<file path="src/design/sapc_pkg.sv">
package sapc_pkg;
  localparam int          SLOT_W        = 4;
  localparam int          NSLOT         = 16;
  localparam int          WORD_W        = 16;
  localparam int          ADDR_W        = 12;
  localparam logic [11:0] POLICY_BASE   = 12'h014;
  localparam logic [11:0] WORD_STRIDE   = 12'h004;
  localparam logic [11:0] LOCK_OFFS     = 12'h060;
  localparam logic [11:0] STATUS_OFFS   = 12'h064;
  localparam logic [15:0] POLICY_RESET  = 16'h0000;
  localparam logic [7:0]  LOCK_OPEN     = 8'h55;
  localparam logic [7:0]  LOCK_SHUT     = 8'h00;
  localparam int          RDKEY_LSB     = 0;
  localparam int          VERIFY_BIT    = 4;
  localparam int          LIMITED_BIT   = 5;
  localparam int          CIPHER_BIT    = 6;
  localparam int          SECRET_BIT    = 7;
  localparam int          WKEY_LSB      = 8;
  localparam int          WPOL_LSB      = 12;
  localparam logic [3:0]  LIMIT_IGN_LO  = 4'h8;
  localparam logic [3:0]  LIMIT_IGN_HI  = 4'hE;
  localparam logic [1:0]  AXI_OKAY      = 2'h0;
  localparam logic [1:0]  AXI_SLVERR    = 2'h2;
  typedef enum logic [2:0] {
    CMD_READ       = 3'h0,
    CMD_WRITE      = 3'h1,
    CMD_DERIVE     = 3'h3,
    CMD_MAC_VERIFY = 3'h2,
    CMD_DIGEST     = 3'h6,
    CMD_CRYPTO     = 3'h7
  } sapc_cmd_t;
endpackage

</file>
<file path="src/design/sapc_axil.sv">
`timescale 1ns/1ns
module sapc_axil #(
  parameter int AW = 12
) (
  input  wire logic          aclk,           // clock
  input  wire logic          aresetn,        // sync reset, low
  input  wire logic          ce,             // clock enable
  input  wire logic [AW-1:0] s_axi_awaddr,   // write address
  input  wire logic          s_axi_awvalid,  // write address valid
  output logic               s_axi_awready,  // write address ready
  input  wire logic [31:0]   s_axi_wdata,    // write data
  input  wire logic [3:0]    s_axi_wstrb,    // byte strobes
  input  wire logic          s_axi_wvalid,   // write data valid
  output logic               s_axi_wready,   // write data ready
  output logic [1:0]         s_axi_bresp,    // write response
  output logic               s_axi_bvalid,   // write response valid
  input  wire logic          s_axi_bready,   // write response ready
  input  wire logic [AW-1:0] s_axi_araddr,   // read address
  input  wire logic          s_axi_arvalid,  // read address valid
  output logic               s_axi_arready,  // read address ready
  output logic [31:0]        s_axi_rdata,    // read data
  output logic [1:0]         s_axi_rresp,    // read response
  output logic               s_axi_rvalid,   // read data valid
  input  wire logic          s_axi_rready,   // read data ready
  output logic               wr_en,          // register write pulse
  output logic [AW-1:0]      wr_addr,        // register write address
  output logic [31:0]        wr_data,        // register write data
  output logic [3:0]         wr_strb,        // register write strobes
  input  wire logic          wr_err,         // write refused
  output logic [AW-1:0]      rd_addr,        // register read address
  input  wire logic [31:0]   rd_data,        // register read data
  input  wire logic          rd_err          // read refused
);
  import sapc_pkg::*;
  logic          aw_hold_reg;
  logic          w_hold_reg;
  logic [AW-1:0] awaddr_reg;
  logic [31:0]   wdata_reg;
  logic [3:0]    wstrb_reg;
  logic          aw_have;
  logic          w_have;

  assign s_axi_awready = ce && !aw_hold_reg && !s_axi_bvalid;
  assign s_axi_wready  = ce && !w_hold_reg && !s_axi_bvalid;
  assign s_axi_arready = ce && !s_axi_rvalid;
  assign aw_have = aw_hold_reg || (s_axi_awvalid && s_axi_awready);
  assign w_have  = w_hold_reg || (s_axi_wvalid && s_axi_wready);
  assign wr_en   = ce && aw_have && w_have && !s_axi_bvalid;
  assign wr_addr = aw_hold_reg ? awaddr_reg : s_axi_awaddr;
  assign wr_data = w_hold_reg ? wdata_reg : s_axi_wdata;
  assign wr_strb = w_hold_reg ? wstrb_reg : s_axi_wstrb;
  assign rd_addr = s_axi_araddr;

  // address and data may arrive in either order; hold whichever came first
  always_ff @(posedge aclk) begin
    if (!aresetn) begin
      aw_hold_reg <= 1'b0;
      w_hold_reg  <= 1'b0;
      awaddr_reg  <= '0;
      wdata_reg   <= '0;
      wstrb_reg   <= '0;
    end else if (ce) begin
      if (wr_en) begin
        aw_hold_reg <= 1'b0;
        w_hold_reg  <= 1'b0;
      end else begin
        if (s_axi_awvalid && s_axi_awready) begin
          aw_hold_reg <= 1'b1;
          awaddr_reg  <= s_axi_awaddr;
        end
        if (s_axi_wvalid && s_axi_wready) begin
          w_hold_reg <= 1'b1;
          wdata_reg  <= s_axi_wdata;
          wstrb_reg  <= s_axi_wstrb;
        end
      end
    end
  end

  always_ff @(posedge aclk) begin
    if (!aresetn) begin
      s_axi_bvalid <= 1'b0;
      s_axi_bresp  <= AXI_OKAY;
    end else if (ce) begin
      if (wr_en) begin
        s_axi_bvalid <= 1'b1;
        s_axi_bresp  <= wr_err ? AXI_SLVERR : AXI_OKAY;
      end else if (s_axi_bready) begin
        s_axi_bvalid <= 1'b0;
      end
    end
  end

  always_ff @(posedge aclk) begin
    if (!aresetn) begin
      s_axi_rvalid <= 1'b0;
      s_axi_rdata  <= '0;
      s_axi_rresp  <= AXI_OKAY;
    end else if (ce) begin
      if (s_axi_arvalid && s_axi_arready) begin
        s_axi_rvalid <= 1'b1;
        s_axi_rdata  <= rd_data;
        s_axi_rresp  <= rd_err ? AXI_SLVERR : AXI_OKAY;
      end else if (s_axi_rready) begin
        s_axi_rvalid <= 1'b0;
      end
    end
  end
endmodule

</file>
<file path="config.mk">
export PLATFORM = sky130hd
export DESIGN_NAME = sapc_axil
export DESIGN_NICKNAME = d
export VERILOG_FILES = /design/src/design/sapc_pkg.sv /design/src/design/sapc_axil.sv
export SDC_FILE = /design/constraint.sdc
export NUM_CORES = 1
export LEC_CHECK = 0
export BUFFER_PORTS_ARGS = -buffer_cell sky130_fd_sc_hd__buf_4
export CAP_MARGIN = 15
export CORE_ASPECT_RATIO = 1.4
export CORE_MARGIN = 1
export CORE_UTILIZATION = 40
export DETAILED_ROUTE_END_ITERATION = 10
export PLACE_DENSITY = 0.7
export SKIP_CTS_REPAIR_TIMING = 1
export SLEW_MARGIN = 20
export SYNTH_ARGS = -nofsm -noshare
export SYNTH_HDL_FRONTEND = slang
export SYNTH_SLANG_ARGS = --single-unit
</file>
<file path="constraint.sdc">
create_clock -name aclk -period 3.5 [get_ports aclk]
set_clock_uncertainty 0.05 [all_clocks]
set_input_delay 0.7 -clock aclk [delete_from_list [all_inputs] [get_ports aclk]]
set_output_delay 0.7 -clock aclk [all_outputs]
set_load 0.02 [all_outputs]
</file>
[Word-level counts from Yosys, hierarchy flattened]
Cells that the tools add are included.
Storage, ports and cells
  output and inout bits: 102
  logic and storage cells: 53
  register bits after elaboration: 88
Operators by class
  mux-type cells: 13
  reductions and logical operators: 29
  bitwise logic cells: 1
Operators with widths (number)
  2-to-1 mux 32 bit: 1
  2-to-1 mux 12 bit: 1
  AND reduction 2 bit: 6
  logical AND 1 bit: 11
  2-to-1 mux 1 bit: 8
  nonzero test 2 bit: 4
  AND reduction 3 bit: 2
  zero test 1 bit: 4
  2-to-1 mux 2 bit: 2
  2-to-1 mux 4 bit: 1
  logical OR 1 bit: 2
  inverter 1 bit: 1

[Logic depth before layout (Yosys ltp)]
  depth after elaboration: 10
  mapped depth: 6
  mapped depth without buffers: 3

[Worst setup path after synthesis]
Ideal clock, no wire load.
  path type: reg-to-output
  start: register w_hold_reg
  end: output port wr_data[24]
  stages on the path, launching flop included: 4
  buffers on the path: 2
  slack: 1.299 ns
  arrival: 1.451 ns
  cells stage by stage: dfxtp_1 buf_1 buf_1 mux2_2
On the way
  word-level cells in the longest chain between the ends: 1
Ends and longest elaborated chain
  start: declaration: line sapc_axil.sv:36  | logic w_hold_reg;
  start signal: assignment: line sapc_axil.sv:58  | w_hold_reg <= 1'b0;
  start signal: assignment: line sapc_axil.sv:65  | w_hold_reg <= 1'b0;
  start signal: assignment: line sapc_axil.sv:72  | w_hold_reg <= 1'b1;
  2-to-1 mux 32 bit: line sapc_axil.sv:50  | assign wr_data = w_hold_reg ? wdata_reg : s_axi_wdata;
  end: declaration: line sapc_axil.sv:27  | output logic [31:0] wr_data,
No other way between the ends.

[Worst setup path in the final report]
  start: register w_hold_reg
  end: output port wr_en
On the way
  word-level cells in the longest chain between the ends: 7
Ends and longest elaborated chain
  zero test 1 bit: line sapc_axil.sv:44  | assign s_axi_wready = ce && !w_hold_reg && !s_axi_bvalid;
  logical AND 1 bit (2 in series): line sapc_axil.sv:44
  logical AND 1 bit: line sapc_axil.sv:47  | assign w_have = w_hold_reg || (s_axi_wvalid && s_axi_wready);
  logical OR 1 bit *: line sapc_axil.sv:47
  logical AND 1 bit * (2 in series): line sapc_axil.sv:48  | assign wr_en = ce && aw_have && w_have && !s_axi_bvalid;
  end: declaration: line sapc_axil.sv:25  | output logic wr_en,
Mark *: on every way between the ends. The rest lies on a longest branch, timed or not.

==> qor.yml <==
status: "completed"
timing.final.hold_violations: 0
start_kind: "flop"
die_width_um: 87.2
vias: 3520
tightest_slew_ps: 931
grt_pass1_wl_um: 15800
globalRouteMet2Util: 0.343
placed_area_um2: 5330
root_buffer: "clkbuf_16"
design_area_um2: 5690
slew_viol_final: 0
gp_congestion: 0.728
postSynthCellCount: 449
required_ps: 2750
place_ws_ps: 1100
crit_type: "reg -> out"
dp.cells: 721
viasPerCell: 4.78
seqPwrFrac: 0.398
p_int_mw: 2.00
synthTopCellsByArea: "dfxtp_1 42%, nand2_1 15%, mux2_2 13%, mux2i_1 12%, a21boi_0 6.3%"
ys_ff_latch: 86
avgSynthCellArea_um2: 9.04
first_pass_iters: 4
worst-path-max-fanout: 40
critPathCaptureType: "output pin"
layout_setup_ws_ps: 779
post-route-min-period_ps: 2720
insertion_delay_ps: 330
ios: 204
tritoncts: "built"
areaGrowthSynthToFinish_pct: 40.2
syn_area_um2: 4060
grt_use_met1: 0.206
cts_sinks: 86
cts_buffer_depth: 2
first_global_vias: 3393
p_comb_frac: 0.181
fmaxAchievable_mhz: 367
p_clk_frac: 0.420
path_clk_slew_ps: 60
final_common_cell: "buf_4"
core_um2: 9900
drv_cap: 0
drt_wl_total_um: 9970
yosysSeqAreaShare: 0.424
hp-class: "reg -> reg"
antenna_found_initial: 0
p_switching_uw: 651
busiest_layer: "met2"
hpwl_um: 7190
die_height_um: 121
fin_util: 0.575
worstHoldPathCells: 2
reg2reg_depth: 4
numPortBuffers: 177
fin_nets: 699
yosys_warnings: 0
period_share: 0.777
grt_overflow: 0
synth.distinct_cells: 23
yosysTopAreaCellShare: 0.424
start_util: 0.410
max_slew_margin: 0.379
critical_path_arrival_ps: 1970
grtUsageTotal: 0.193
htree_levels: 3
swShare: 0.245
setup_violations: 0
timing.hold.ws_ps: 405
grt_use_met3: 0.0646
layout-drive-gt1-share: 0.417
n_fill_cell: 954
fin_cells: 737
post-route-drc-count: 0
drtIter0Drc: 82
layout_common_cells: "182 x buf_4, 165 x nand2_1, 85 x dfxtp_1"
diodes: 0
finalPower_mw: 2.65
tns_ps: 0
synth_top_area_cell: "dfxtp_1"
cts_buffers: 9
rows: 43
grt_max_degree: 80
cellPowerDensity_nw_per_um2: 466
ir_drop_uv: 322
p_leak_nw: 2.43
rsz0062_at_grt: "no"
drt-wirelength-per-cell_um: 13.5
dieArea_um2: 10600
ant_nets: 0
power groups by stage:
stage	clock network, mW	logic (mW)	registers [mW]
detailed placement	0	0.485	1.08
CTS	1.14	0.486	1.06
floorplan	0	0.281	1.08
global route	1.19	0.516	1.06
finish	1.12	0.480	1.06
global placement	0	0.478	1.08
final timing paths:
| check | slack (ps) | end | from |
|---|---|---|---|
| worst min register to register | 400 | wdata_reg[10]$_SDFFE_PN0P_ | wdata_reg[10]$_SDFFE_PN0P_ |
| worst max register to register | 1240 | wdata_reg[24]$_SDFFE_PN0P_ | w_hold_reg$_SDFFE_PN0P_ |
| worst min-delay path | 400 | wdata_reg[10]$_SDFFE_PN0P_ | wdata_reg[10]$_SDFFE_PN0P_ |
| worst max-delay path | 780 | wr_en | w_hold_reg$_SDFFE_PN0P_ |
critical path, cell delays in order, from the launching register on:
cell	delay, ps
dfxtp_2	940
o22ai_1	160
nor2_1	330
buf_4	210
cell usage after synthesis:
cell and number:
a21oi_1 3, nor2b_1 3, buf_6 2, buf_4 14, nor3b_2 2, a21boi_0 34
nand3b_1 1, conb_1 1, mux2_2 48, and3b_1 1, nor3b_1 2, clkbuf_1 22
buf_1 5, or4b_4 1, mux2i_1 49, o22ai_1 1, nor2_1 3, nand2b_1 1
buf_2 1, dfxtp_1 86, buf_12 3, nand2_1 165, o21a_1 1
layout make-up:
type / instances / area, um^2 / share of cell area
clock inverter: 5 / 105 / 0.0185
tap: 135 / 169 / 0.0297
clock buffer: 11 / 253 / 0.0444
multi-input combinational: 317 / 2050 / 0.361
sequential: 86 / 1720 / 0.303
timing repair buffer: 183 / 1390 / 0.244
layer usage:
layer / up-vias / wire length, um
met5: - / 0
met4: 0 / 227
met1: 1621 / 3820
li1: 1756 / -
met2: 123 / 5180
met3: 20 / 751
cells by family (layout without fill, tap and decap cells):
kind of cell / count (synthesis) / in the layout / synth area share
compound gates: 39 / 39 / 0.0700
mux: 97 / 97 / 0.254
buf+inv: 47 / 199 / 0.0724
simple gates: 179 / 179 / 0.179
other cells: 1 / 2 / 0.000924
flops: 86 / 86 / 0.424
Note: power is estimated with default switching activity, not from simulation.
